<file path="src/dimmer_cfg.svh">
// Timing counts, code values and pump settings for the pulse-count LED dimmer.
// Assumes a single 20 MHz clock shared by the host end and the device end.
`ifndef DIMMER_CFG_SVH
`define DIMMER_CFG_SVH

// Clock rate in kHz.
`define CLK_KHZ            20000
// Shutdown low time in microseconds, and its least count of cycles.
`define OFF_TIME_US        1500
`define OFF_CYCLES         ((`OFF_TIME_US * `CLK_KHZ + 999) / 1000)
// Pump mode switch delay in microseconds, and its count.
`define PUMP_DELAY_US      400
`define PUMP_CYCLES        ((`PUMP_DELAY_US * `CLK_KHZ) / 1000)
// Host setup time in microseconds, and its count.
`define SETUP_TIME_US      10
`define SETUP_CYCLES       ((`SETUP_TIME_US * `CLK_KHZ + 999) / 1000)
// Host pulse low and high time in nanoseconds; 300 ns, held at 1 us for margin.
`define PULSE_TIME_NS      1000
`define PULSE_CYCLES       ((`PULSE_TIME_NS * `CLK_KHZ / 1000 + 999) / 1000)
// Current codes: 31 is full scale (150 mA), 0 is zero current.
`define CODE_FULL          5'h1f
`define CODE_ZERO          5'h00

`endif

</file>
<file path="src/dimmer_pkg.sv">
// Types shared by both ends of the dimming link.
// Assumes dimmer_cfg.svh supplies the numeric settings.
package dimmer_pkg;
   // Pump modes.
   typedef enum logic [1:0] {
      PUMP_1X  = 2'h1,
      PUMP_1P5 = 2'h2
   } pump_mode_type;

   // Device states.
   typedef enum logic [2:0] {
      DEV_SHUTDOWN = 3'h1,
      DEV_ENABLED  = 3'h2,
      DEV_DIMMING  = 3'h4
   } dev_state_type;

   // Host states.
   typedef enum logic [3:0] {
      HOST_IDLE  = 4'h1,
      HOST_SETUP = 4'h2,
      HOST_HIGH  = 4'h4,
      HOST_LOW   = 4'h8
   } host_state_type;

   // Five-bit current code.
   typedef logic [4:0] code_type;
endpackage : dimmer_pkg

</file>
<file path="src/dimmer_link_if.sv">
// The single enable/dim wire between host and device.
// Assumes both ends share one clock.
`timescale 1ns/10ps
interface dimmer_link_if;
   // Level on the enable/dim line, driven by the host.
   logic enable_dim_line;

   modport host_end (output enable_dim_line);
   modport device_end (input enable_dim_line);
endinterface : dimmer_link_if

</file>
<file path="src/dimmer_device.sv">
// Device end: pulse counting, shutdown timing, pump mode and protection gating.
// Assumes uv_low, over_temp and reg_fail come from analog comparators (async).
`timescale 1ns/10ps
`include "dimmer_cfg.svh"
module dimmer_device #(
   parameter int unsigned OFF_COUNT  = `OFF_CYCLES,
   parameter int unsigned PUMP_COUNT = `PUMP_CYCLES
) (
   input  wire logic              clock,
   input  wire logic              sys_rst,
   dimmer_link_if.device_end      link,
   input  wire logic              uv_low,
   input  wire logic              over_temp,
   input  wire logic              reg_fail,
   output dimmer_pkg::code_type   led_channel_a_sink,
   output dimmer_pkg::code_type   led_channel_b_sink,
   output logic                   sink_oe_n,
   output dimmer_pkg::pump_mode_type pump_output,
   output logic                   enabled
);
   import dimmer_pkg::*;

   // Synchroniser stage one; nothing but stage two reads it.
   logic [3:0]    meta_r;
   logic [3:0]    meta_nxt;     // Raw inputs, packed in a fixed order.
   // Synchroniser stage two: bit 0 line, 1 undervoltage, 2 over-temperature, 3 regulation.
   logic [3:0]    sync_r;
   logic [3:0]    sync_nxt;     // Stage one, moved along.
   // Previous synchronised line level, kept for falling-edge detection.
   logic          line_d_r;
   logic          line_d_nxt;   // Synchronised line, delayed one cycle.

   // Sequencer state: shutdown, enabled at zero current, or dimming.
   dev_state_type state_r;
   dev_state_type state_nxt;    // Next sequencer state.
   // Current code; it doubles as the pulse counter, so no second count is kept.
   code_type      code_r;
   code_type      code_nxt;     // Next current code.
   // Charge-pump mode held by the sequencer.
   pump_mode_type mode_r;
   pump_mode_type mode_nxt;     // Next pump mode.

   // Next values of the registered outputs.
   code_type      drive_nxt;    // Code for both channels.
   logic          oe_n_nxt;     // High while the channels float.
   pump_mode_type pump_nxt;     // Pump mode shown outside.
   logic          enabled_nxt;  // Device out of shutdown.
   logic          live;         // Channels may carry current.

   // Decoded and synchronised signals.
   logic          line_s;       // Synchronised enable/dim line.
   logic          uv_s;         // Synchronised undervoltage flag.
   logic          ot_s;         // Synchronised over-temperature flag.
   logic          rf_s;         // Synchronised regulation-failure flag.
   logic          fall;         // Line went from high to low.
   logic          off_run;      // Shutdown timer counts.
   logic          off_done;     // Line low for the whole shutdown time.
   logic          pump_run;     // Pump delay timer counts.
   logic          pump_done;    // Regulation failed for the whole pump delay.

   // True in every state but shutdown; the timers, pump and outputs all ask it.
   function automatic logic is_on(input dev_state_type s);
      is_on = (s != DEV_SHUTDOWN);
   endfunction : is_on

   // Step the code down one; zero wraps to full scale.
   function automatic code_type step_down(input code_type c);
      step_down = (c == `CODE_ZERO) ? `CODE_FULL : c - 5'h01;
   endfunction : step_down

   // Name the synchronised bits.
   assign line_s = sync_r[0];
   assign uv_s   = sync_r[1];
   assign ot_s   = sync_r[2];
   assign rf_s   = sync_r[3];

   // The delayed copy resets low like the idle line, so reset makes no false edge.
   assign fall = line_d_r && !line_s;

   // low time counted
   // Any high level on the line restarts the count, so short pulses never shut down.
   assign off_run = is_on(state_r) && !line_s;

   // delay only in 1x
   // A regulation dropout shorter than the delay leaves the pump in 1x.
   assign pump_run = is_on(state_r) && rf_s && (mode_r == PUMP_1X);

   dimmer_timer #(.COUNT(OFF_COUNT)) off_timer (
      .clock   (clock),
      .sys_rst (sys_rst),
      .run     (off_run),
      .done    (off_done)
   );

   dimmer_timer #(.COUNT(PUMP_COUNT)) pump_timer (
      .clock   (clock),
      .sys_rst (sys_rst),
      .run     (pump_run),
      .done    (pump_done)
   );

   // Synchroniser next values; every asynchronous input passes two flops before use.
   always_comb begin
      meta_nxt   = {reg_fail, over_temp, uv_low, link.enable_dim_line};
      sync_nxt   = meta_r;
      line_d_nxt = line_s;
   end

   // Register the synchroniser.
   always_ff @(posedge clock or posedge sys_rst) begin
      if (sys_rst) begin
         // Idle levels: line low, flags clear.
         meta_r   <= 4'h0;
         sync_r   <= 4'h0;
         line_d_r <= 1'b0;
      end else begin
         meta_r   <= meta_nxt;
         sync_r   <= sync_nxt;
         line_d_r <= line_d_nxt;
      end
   end

   // Sequence states; the pulse count lives in the code register.
   always_comb begin
      state_nxt = state_r;
      code_nxt  = code_r;
      mode_nxt  = mode_r;
      case (state_r)
         DEV_SHUTDOWN: begin
            code_nxt = `CODE_ZERO;
            mode_nxt = PUMP_1X;
            if (line_s) begin
               state_nxt = DEV_ENABLED;
            end
         end
         DEV_ENABLED: begin
            // Waiting for the first falling edge; the current stays at zero.
            if (off_done) begin
               // Enabled but never pulsed, then held low: shut down again.
               state_nxt = DEV_SHUTDOWN;
            end else if (fall) begin
               code_nxt  = `CODE_FULL;
               state_nxt = DEV_DIMMING;
            end
         end
         DEV_DIMMING: begin
            // Each falling edge is one step; the shutdown edge steps too, which is harmless.
            if (off_done) begin
               // Long low time ends dimming.
               state_nxt = DEV_SHUTDOWN;
            end else if (fall) begin
               code_nxt = step_down(code_r);
            end
         end
         default: begin
            // An illegal code falls back to the safest state.
            state_nxt = DEV_SHUTDOWN;
         end
      endcase
      // 1x then 1.5x
      // The mode only rises while the device stays on, so shutdown always leaves 1x.
      if (pump_done && is_on(state_nxt)) begin
         mode_nxt = PUMP_1P5;
      end
   end

   // Register the sequencer.
   always_ff @(posedge clock or posedge sys_rst) begin
      if (sys_rst) begin
         // Power-up: shut down, zero current, 1x.
         state_r <= DEV_SHUTDOWN;
         code_r  <= `CODE_ZERO;
         mode_r  <= PUMP_1X;
      end else begin
         state_r <= state_nxt;
         code_r  <= code_nxt;
         mode_r  <= mode_nxt;
      end
   end

   // Output next values; they look at the next state so outputs and state switch together.
   always_comb begin
      // protection gating
      // The count survives protection; only the drive is forced to zero.
      live        = is_on(state_nxt) && !uv_s && !ot_s;
      drive_nxt   = live ? code_nxt : `CODE_ZERO;
      oe_n_nxt    = !is_on(state_nxt);
      pump_nxt    = mode_nxt;
      enabled_nxt = is_on(state_nxt);
   end

   // Register the outputs; every top-level output comes straight from a flip-flop.
   always_ff @(posedge clock or posedge sys_rst) begin
      if (sys_rst) begin
         // Shut down with the channels floating.
         led_channel_a_sink <= `CODE_ZERO;
         led_channel_b_sink <= `CODE_ZERO;
         sink_oe_n          <= 1'b1;
         pump_output        <= PUMP_1X;
         enabled            <= 1'b0;
      end else begin
         // Both channels carry the same code; matching is left to the analog side.
         led_channel_a_sink <= drive_nxt;
         led_channel_b_sink <= drive_nxt;
         sink_oe_n          <= oe_n_nxt;
         pump_output        <= pump_nxt;
         enabled            <= enabled_nxt;
      end
   end
endmodule : dimmer_device

</file>
<file path="src/dimmer_timer.sv">
// Up counter that raises done once run has been held for COUNT cycles.
// Assumes the caller holds run high while timing and low to restart.
`timescale 1ns/10ps
module dimmer_timer #(
   parameter int unsigned COUNT = 16
) (
   input  wire logic clock,
   input  wire logic sys_rst,
   input  wire logic run,
   output logic      done
);
   logic [23:0] cnt_r;  // Cycles elapsed.
   logic [23:0] cnt_nxt;
   logic        done_nxt;

   // Count while running; clearing on a dropped run restarts the interval.
   always_comb begin
      cnt_nxt  = cnt_r;
      done_nxt = 1'b0;
      if (!run) begin
         cnt_nxt = 24'h000000;
      end else if (cnt_r >= 24'(COUNT - 1)) begin
         done_nxt = 1'b1;
      end else begin
         cnt_nxt = cnt_r + 24'h000001;
      end
   end

   // Register the count and the done flag.
   always_ff @(posedge clock or posedge sys_rst) begin
      if (sys_rst) begin
         cnt_r <= 24'h000000;
         done  <= 1'b0;
      end else begin
         cnt_r <= cnt_nxt;
         done  <= done_nxt;
      end
   end
endmodule : dimmer_timer

</file>
<file path="src/flat_wrapper.sv">
// flat-port wrapper written by rule: the top's interface ports become plain ports
module dimmer_device_flat import dimmer_pkg::*;
#(
   parameter int unsigned OFF_COUNT  = `OFF_CYCLES,
   parameter int unsigned PUMP_COUNT = `PUMP_CYCLES
)
  (clock, sys_rst, uv_low, over_temp, reg_fail, led_channel_a_sink, led_channel_b_sink, sink_oe_n, pump_output, enabled, link_enable_dim_line);
  dimmer_link_if link_i ();
  input  wire logic clock;
  input  wire logic sys_rst;
  input  wire logic uv_low;
  input  wire logic over_temp;
  input  wire logic reg_fail;
  output dimmer_pkg::code_type led_channel_a_sink;
  output dimmer_pkg::code_type led_channel_b_sink;
  output logic sink_oe_n;
  output dimmer_pkg::pump_mode_type pump_output;
  output logic enabled;
  input wire logic [$bits(link_i.enable_dim_line)-1:0] link_enable_dim_line;
  assign link_i.enable_dim_line = link_enable_dim_line;
  dimmer_device #(.OFF_COUNT(OFF_COUNT), .PUMP_COUNT(PUMP_COUNT)) u_core (.clock(clock), .sys_rst(sys_rst), .link(link_i), .uv_low(uv_low), .over_temp(over_temp), .reg_fail(reg_fail), .led_channel_a_sink(led_channel_a_sink), .led_channel_b_sink(led_channel_b_sink), .sink_oe_n(sink_oe_n), .pump_output(pump_output), .enabled(enabled));
endmodule
</file>
<file path="config.mk">
export PLATFORM = sky130hd
export DESIGN_NAME = dimmer_device_flat
export DESIGN_NICKNAME = d
export VERILOG_FILES = /design/src/dimmer_pkg.sv /design/src/dimmer_link_if.sv /design/src/dimmer_device.sv /design/src/dimmer_timer.sv /design/src/flat_wrapper.sv
export VERILOG_INCLUDE_DIRS = /design/src
export SDC_FILE = /design/constraint.sdc
export NUM_CORES = 1
export LEC_CHECK = 0
export CORE_ASPECT_RATIO = 2
export CORE_MARGIN = 4
export CORE_UTILIZATION = 60
export CTS_BUF_LIST = sky130_fd_sc_hd__clkbuf_4
export DETAILED_ROUTE_END_ITERATION = 10
export DONT_BUFFER_PORTS = 1
export GPL_ROUTABILITY_DRIVEN = 0
export PLACE_DENSITY = 0.81
export SYNTH_ARGS = -nofsm -noshare
export SYNTH_HDL_FRONTEND = slang
export SYNTH_SLANG_ARGS = --single-unit
</file>
<file path="constraint.sdc">
create_clock -name clock -period 2.95 [get_ports clock]
set_clock_uncertainty 0.15 [all_clocks]
set_input_delay 0.295 -clock clock [delete_from_list [all_inputs] [get_ports clock]]
set_output_delay 0.295 -clock clock [all_outputs]
set_load 0.005 [all_outputs]
</file>
After elaboration in Yosys (flattened, before gate mapping)
Cells that the tools add are included.

word-level totals
  register bits = 76
  bits in latches = 0
  memory bits (writable) = 0
  memory bits (read-only) = 0
  input port bits = 6
  memories kept = 0

operators by class
  add/sub/neg operators = 3
  multiply operators = 0
  divide/modulo/power cells = 0
  magnitude comparators = 2
  eq/ne operators = 8
  shift operators = 0
  muxes and demuxes = 22
  bitwise gates (word level) = 0
  reductions and logical operators = 13

operator list
  operator               number
  $mux 24                4
  $add 24x1->24 const B  2
  $mux 5                 6
  $ge 24x13->1 const B   1
  $ge 24x15->1 const B   1
  $pmux 5 s3             1
  $mux 3                 4
  $pmux 3 s3             1
  $logic_and 1x1->1      7
  $ne 3x1->1 const B     2
  $logic_not 5->1        1
  $sub 5x1->5 const B    1
  $logic_not 1->1        4
  $mux 1                 4
  $mux 2                 2
  $ne 2x2->1 const B     2
  $eq 3x1->1 const B     1
  $eq 3x2->1 const B     1
  $eq 3x3->1 const B     1
  $eq 2x1->1 const B     1
  $reduce_bool 2->1      1

Longest topological paths before layout
  depth after elaboration = 9
  mapped depth = 7
  gate-level depth less buffers = 7

Cells and area by module
From an unflattened synthesis, not the netlist that was laid out.

unflattened totals
  cell total of the unflattened synthesis = 334
  area total of the unflattened synthesis = 3,547.2 µm²

modules (own cells, without submodules)
  module                             times used  cells an instance  area an instance (µm²)
  dimmer_timer at u_core.off_timer   1           121                1,238.7
  dimmer_device                      1           109                1,169.9
  dimmer_timer at u_core.pump_timer  1           104                1,138.6

Worst setup path before layout
Ideal clock, no wire load.

  path kind = reg-to-reg
  start = register u_core.off_timer.cnt_r[0]
  end = register u_core.off_timer.cnt_r[7]
  data arrival time = 1.778 ns
  required time = 2.722 ns
  path slack = 0.944 ns
  cell stages (with the launch flop) = 8
  clock period less this slack = 2.006 ns
  path through = dfrtp_1 -> ha_1 -> nand3_1 -> a211oi_1 -> o21a_2 -> buf_6 -> or3_2 -> a21oi_1

between the ends
  longest elaborated chain between the ends = 3
  elaborated cells on any way between the ends = 5
  classes of those cells = add/sub: 1; order compare: 1; eq/ne: 1; mux: 2

RTL lines
  element                   line                RTL
  start: declaration        dimmer_timer.sv:12  logic [23:0] cnt_r;
  start signal: assignment  dimmer_timer.sv:35  cnt_r <= cnt_nxt;
  $add 24x1->24             dimmer_timer.sv:25  cnt_nxt = cnt_r + 24'h000001;
  $mux 24                   dimmer_timer.sv:22  end else if (cnt_r >= 24'(COUNT - 1)) begin
  $mux 24                   dimmer_timer.sv:20  if (!run) begin

Parallel ways exist; a longest one is shown, timed or not. The select of a mux whose other input is x is not followed.
A chain may end at the register's enable or synchronous reset.

Worst setup path in the final report
  start = register u_core.sync_r[0]
  end = register u_core.led_channel_a_sink[3]

between the ends
  elaborated cells on any way between the ends = 15
  classes of those cells = eq/ne: 1; mux: 10; reduce/logical: 4

RTL lines
  element                           line                                        RTL
  start: declaration                dimmer_device.sv:27                         logic [3:0] sync_r;
  start signal: assignment          dimmer_device.sv:118                        sync_r <= sync_nxt;
  $logic_not 1->1 (*)               dimmer_device.sv:78                         assign fall = line_d_r && !line_s;
  $logic_and 1x1->1 (*)             dimmer_device.sv:78
  $mux 5, on equally long branches  dimmer_device.sv:151, dimmer_device.sv:141
  $mux 5, on equally long branches  dimmer_device.sv:148, dimmer_device.sv:138
  $pmux 5 s3 (*)                    dimmer_device.sv:128                        case (state_r)
  named net u_core.code_nxt[3]      dimmer_device.sv:38                         code_type code_nxt;
  $mux 5 (no line) (*)              n/a
  named net u_core.drive_nxt[3]     dimmer_device.sv:44                         code_type drive_nxt;
  end signal: assignment            dimmer_device.sv:196                        led_channel_a_sink <= `CODE_ZERO;
  end signal: assignment            dimmer_device.sv:203                        led_channel_a_sink <= drive_nxt;
  end: declaration                  dimmer_device.sv:15                         output dimmer_pkg::code_type led_channel_a_sink,

Mark *: on every way through the listed nets, which the timed path passes. The rest lies on a longest branch.

==> impl_results.md <==
- Worst path depth: 5
- Synth top area cells: dfrtp_1 54%, a21oi_1 3.7%, and2_1 3.7%, xnor2_1 2.9%, nor2_1 2.6%
- Hold Vio Cnt, Final: 0
- CP peak stage delay: a little under 0.6 ns
- Setup tns final: 0 ns
- Hold Path Class: register to register
- Die H: about 110 um
- CORE AREA: 0.00542 mm^2
- Cells after synthesis: approximately 320
- Maximum VDD drop: 0.472 mV
- CTS buffer count: 9
- FF-to-FF path depth: 5
- Worst R2R End: u_core.led_channel_a_sink[3]$_DFF_PP0_
- Least-Margin Pin Slew: 0.628 ns
- DR WL/cell: 15.5 um
- Drc violations: 0
- Multi-input logic area: between 0.001 and 0.0015 mm^2
- CTS tree: built
- Worst Setup EP: u_core.led_channel_a_sink[3]$_DFF_PP0_
- Area Growth Syn to Fin: 5.84%
- IO buf count: 0
- Post-Syn Area: ~0.0034 mm^2
- Status: finished clean
- R2R setup slack: between 0.7 and 0.8 ns
- Largest net degree at the start of global routing: 48
- Cts repair resizes: 0
- Share of cells above drive strength 1: 0.0951
- Number of synthesized flops with an enable pin: 0
- Skew-Pair Late Insertion Delay: between 0.4 and 0.5 ns
- Total grt overflow: 0
- Clock Power Share: 0.274
- Post-synthesis sequential area ratio: 0.567
- CP max FO: 10
- CP Launch Point: u_core.sync_r[0]$_DFF_PP0_
- IO Count: 20
- Antenna violations before repair: 0
- Worst setup SP type: register
- Arr. time, crit path: ~2.4 ns
- Gate power share: 0.176
- Vias in the first global route: 2292
- Crit end category: register
- Rows: 38
- ANT cells: 0
- Sequential Power Share: 0.550
- Design area: 0.00356 mm^2
- Gr usage total: 0.200
- Top FF cell, synth: dfrtp_1
- Yosys warning total: 0
- Instance area at placement: 0.00338 mm^2
- Kind of cell adding the most delay to the critical path: simple AND/OR/NAND/NOR gates
- Final worst-path cycle share: 0.760
- Post-synth ARST share: 1.00
- Cells along the critical path: or4b_1 -> a211oi_1 -> nand3_1 -> o211a_1 -> nor4b_1
- F_max: roughly 450 MHz
- Rel. slew slack: 0.575
- Psw: 684 uW
- WP data required: 3.11 ns
- Max cap viols: 0
- Int Pwr: 1510 uW
- Final min period: 2.24 ns
- Clock transition at the registers of the reported paths: 0.11 ns
- P_leak: 0.00154 uW
- Total wire length: 5980 um
- DP Wirelength: ~4200 um
- Switching Fraction: 0.311
- RSZ-0062 raised after global routing: false
- Via Count: 2317
- Root buf cell: clkbuf_4
- Synth Register Bits: 76
- H-tree Lvls: 3
- 1st-iter DRT viols: about 110
- Worst path bufs/invs: 0
- Yosys top cell by area: dfrtp_1
- Syn nets: 328
- Post-DRT Antenna Nets: 0
- Share of the synthesized area in the top cell type: 0.543
- Fillers: between 400 and 500
- Total Die Area: 0.00694 mm^2
- Final setup fails: 0
- WS Path Type: register to register
- CTS Sinks: 76
- Slew Viols, Final: 0
- Setup Buffers After CTS: 0
- Detailed Routing Iterations Pass 1: 4
- Highest-delay cell along the critical path: or4b_1
- Register area: 0.00191 mm^2
- R2R Path Start: u_core.sync_r[0]$_DFF_PP0_
- Distinct cells, synth: 53
- Global-route wire length before repair: a little over 10000 um
- Clk buf depth: 2
- Final nets: 330
- Avg Inst Size Synth: 10.5 um^2
- Starting Density: 0.620
- Pwr/cell area: 617 mW/mm^2
- Routed vias/inst: 6.00
- Die width: 60.9 um
cell type report:
cell class | instances | share of cell area
clock inverter | 6 | 0.0155
multi-input combinational | 214 | 0.370
tap | 60 | 0.0211
clock buffer | 10 | 0.0211
inverter | 12 | 0.0127
sequential | 76 | 0.536
timing repair buffer | 8 | 0.0239
worst register-to-register path, cell delays in order (launching register included):
cell      delay, ns
dfrtp_1        0.51
or4b_1         0.60
a211oi_1       0.40
nand3_1        0.13
o211a_1        0.17
nor4b_1        0.16
logic make-up after synthesis:
kind of cell / after synthesis / synth area share
buffers and inverters: 29 / 0.0413
AO/OA/AOI/OAI: 65 / 0.118
flip-flops: 76 / 0.567
XOR/XNOR: 12 / 0.0313
multiplexers: 3 / 0.00893
adder cells (fa/ha/maj): 3 / 0.0112
AND/OR/NAND/NOR: 131 / 0.222
worst min-delay path by stage:
stage,from,to,cells past startpoint
2_1_floorplan,link_enable_dim_line,u_core.meta_r[0]$_DFF_PP0_,0
5_1_grt,u_core.meta_r[1]$_DFF_PP0_,u_core.sync_r[1]$_DFF_PP0_,0
6_report,u_core.meta_r[1]$_DFF_PP0_,u_core.sync_r[1]$_DFF_PP0_,0
3_5_place_dp,sys_rst,u_core.pump_timer.cnt_r[17]$_DFFE_PP0N_,1
3_3_place_gp,sys_rst,u_core.pump_timer.cnt_r[22]$_DFFE_PP0N_,1
4_1_cts,u_core.meta_r[1]$_DFF_PP0_,u_core.sync_r[1]$_DFF_PP0_,0
placed cells by master (no fill, tap or decap), types with 2 or more instances in the layout:
| cell | instances |
|---|---|
| nand3_1 | 12 |
| nor2_1 | 23 |
| and3_1 | 3 |
| nand4_1 | 7 |
| clkbuf_4 | 10 |
| nor4_1 | 5 |
| ha_1 | 3 |
| dfstp_2 | 3 |
| xnor2_1 | 11 |
| nor2b_1 | 2 |
| dfrtp_1 | 73 |
| or4_1 | 4 |
| o21ai_0 | 15 |
| clkinv_1 | 2 |
| dlygate4sd3_1 | 5 |
| or3_1 | 9 |
| nor3_1 | 11 |
| inv_1 | 11 |
| buf_4 | 2 |
| a211oi_1 | 7 |
| o31ai_1 | 3 |
| clkinv_2 | 2 |
| a21oi_1 | 25 |
| a22oi_1 | 2 |
| and2_1 | 20 |
| mux2i_1 | 3 |
| nand2b_1 | 2 |
| or3_2 | 2 |
| o22ai_1 | 2 |
| nand3b_1 | 2 |
| nand2_1 | 18 |
| nor4b_1 | 2 |
flip-flops by register name (all words and copies together), names as in the netlist:
name	cells
u_core.off_timer.cnt_r	24
u_core.pump_timer.cnt_r	24
u_core.code_r	5
u_core.led_channel_a_sink	5
u_core.meta_r	4
u_core.sync_r	4
u_core.state_r	3
u_core.mode_r	2
u_core.enabled	1
u_core.line_d_r	1
u_core.off_timer.done	1
u_core.pump_timer.done	1
u_core.sink_oe_n	1
layer usage:
layer / GRT usage / up-vias / part of all wire
met5: 0 / - / 0
met2: 0.334 / 35 / 0.53
met4: 0.103 / 0 / 0.027
met1: 0.227 / 1132 / 0.41
met3: 0.0510 / 12 / 0.030
li1: - / 1138 / -
through the flow:
stage          hold WS (ns)  total power, uW  utilization  setup WS [ns]  std cells
2_1_floorplan         0.176             1510            -          0.572        319
3_3_place_gp          0.153             1600        0.623          0.764        365
3_5_place_dp          0.149             1610        0.623          0.715        365
4_1_cts               0.210             2210        0.657          0.707        386
5_1_grt               0.224             2330        0.657          0.565        386
6_report              0.209             2200        0.657          0.708        386
what timing repair did:
item | CTS | global route
endpoints found under the setup margin | 0 | 0
hold buffers | 5 | 0
hold endpoints to repair | 33 | 0
power groups by stage:
stage / clock [uW] / combinational [uW] / sequential, uW
after floorplan: 0 / 338 / 1170
after global placement: 0 / 372 / 1220
after detailed placement: 0 / 383 / 1230
after CTS: 616 / 388 / 1210
after global routing: 663 / 440 / 1220
final: 602 / 386 / 1210
Yosys cell counts, types with 3 or more instances:
| cell | count |
|---|---|
| nand2_1 | 18 |
| nor3_1 | 11 |
| or3_1 | 9 |
| dfrtp_1 | 73 |
| a21oi_1 | 25 |
| ha_1 | 3 |
| o31ai_1 | 3 |
| nand4_1 | 7 |
| and3_1 | 3 |
| inv_1 | 12 |
| nand3_1 | 12 |
| o21ai_0 | 15 |
| nor4_1 | 5 |
| buf_2 | 3 |
| dfstp_2 | 3 |
| xnor2_1 | 11 |
| and2_1 | 20 |
| clkbuf_1 | 7 |
| nor2_1 | 23 |
| a211oi_1 | 7 |
| buf_4 | 5 |
| or4_1 | 4 |
| mux2i_1 | 3 |
Note: power is estimated with default switching activity, not from simulation.
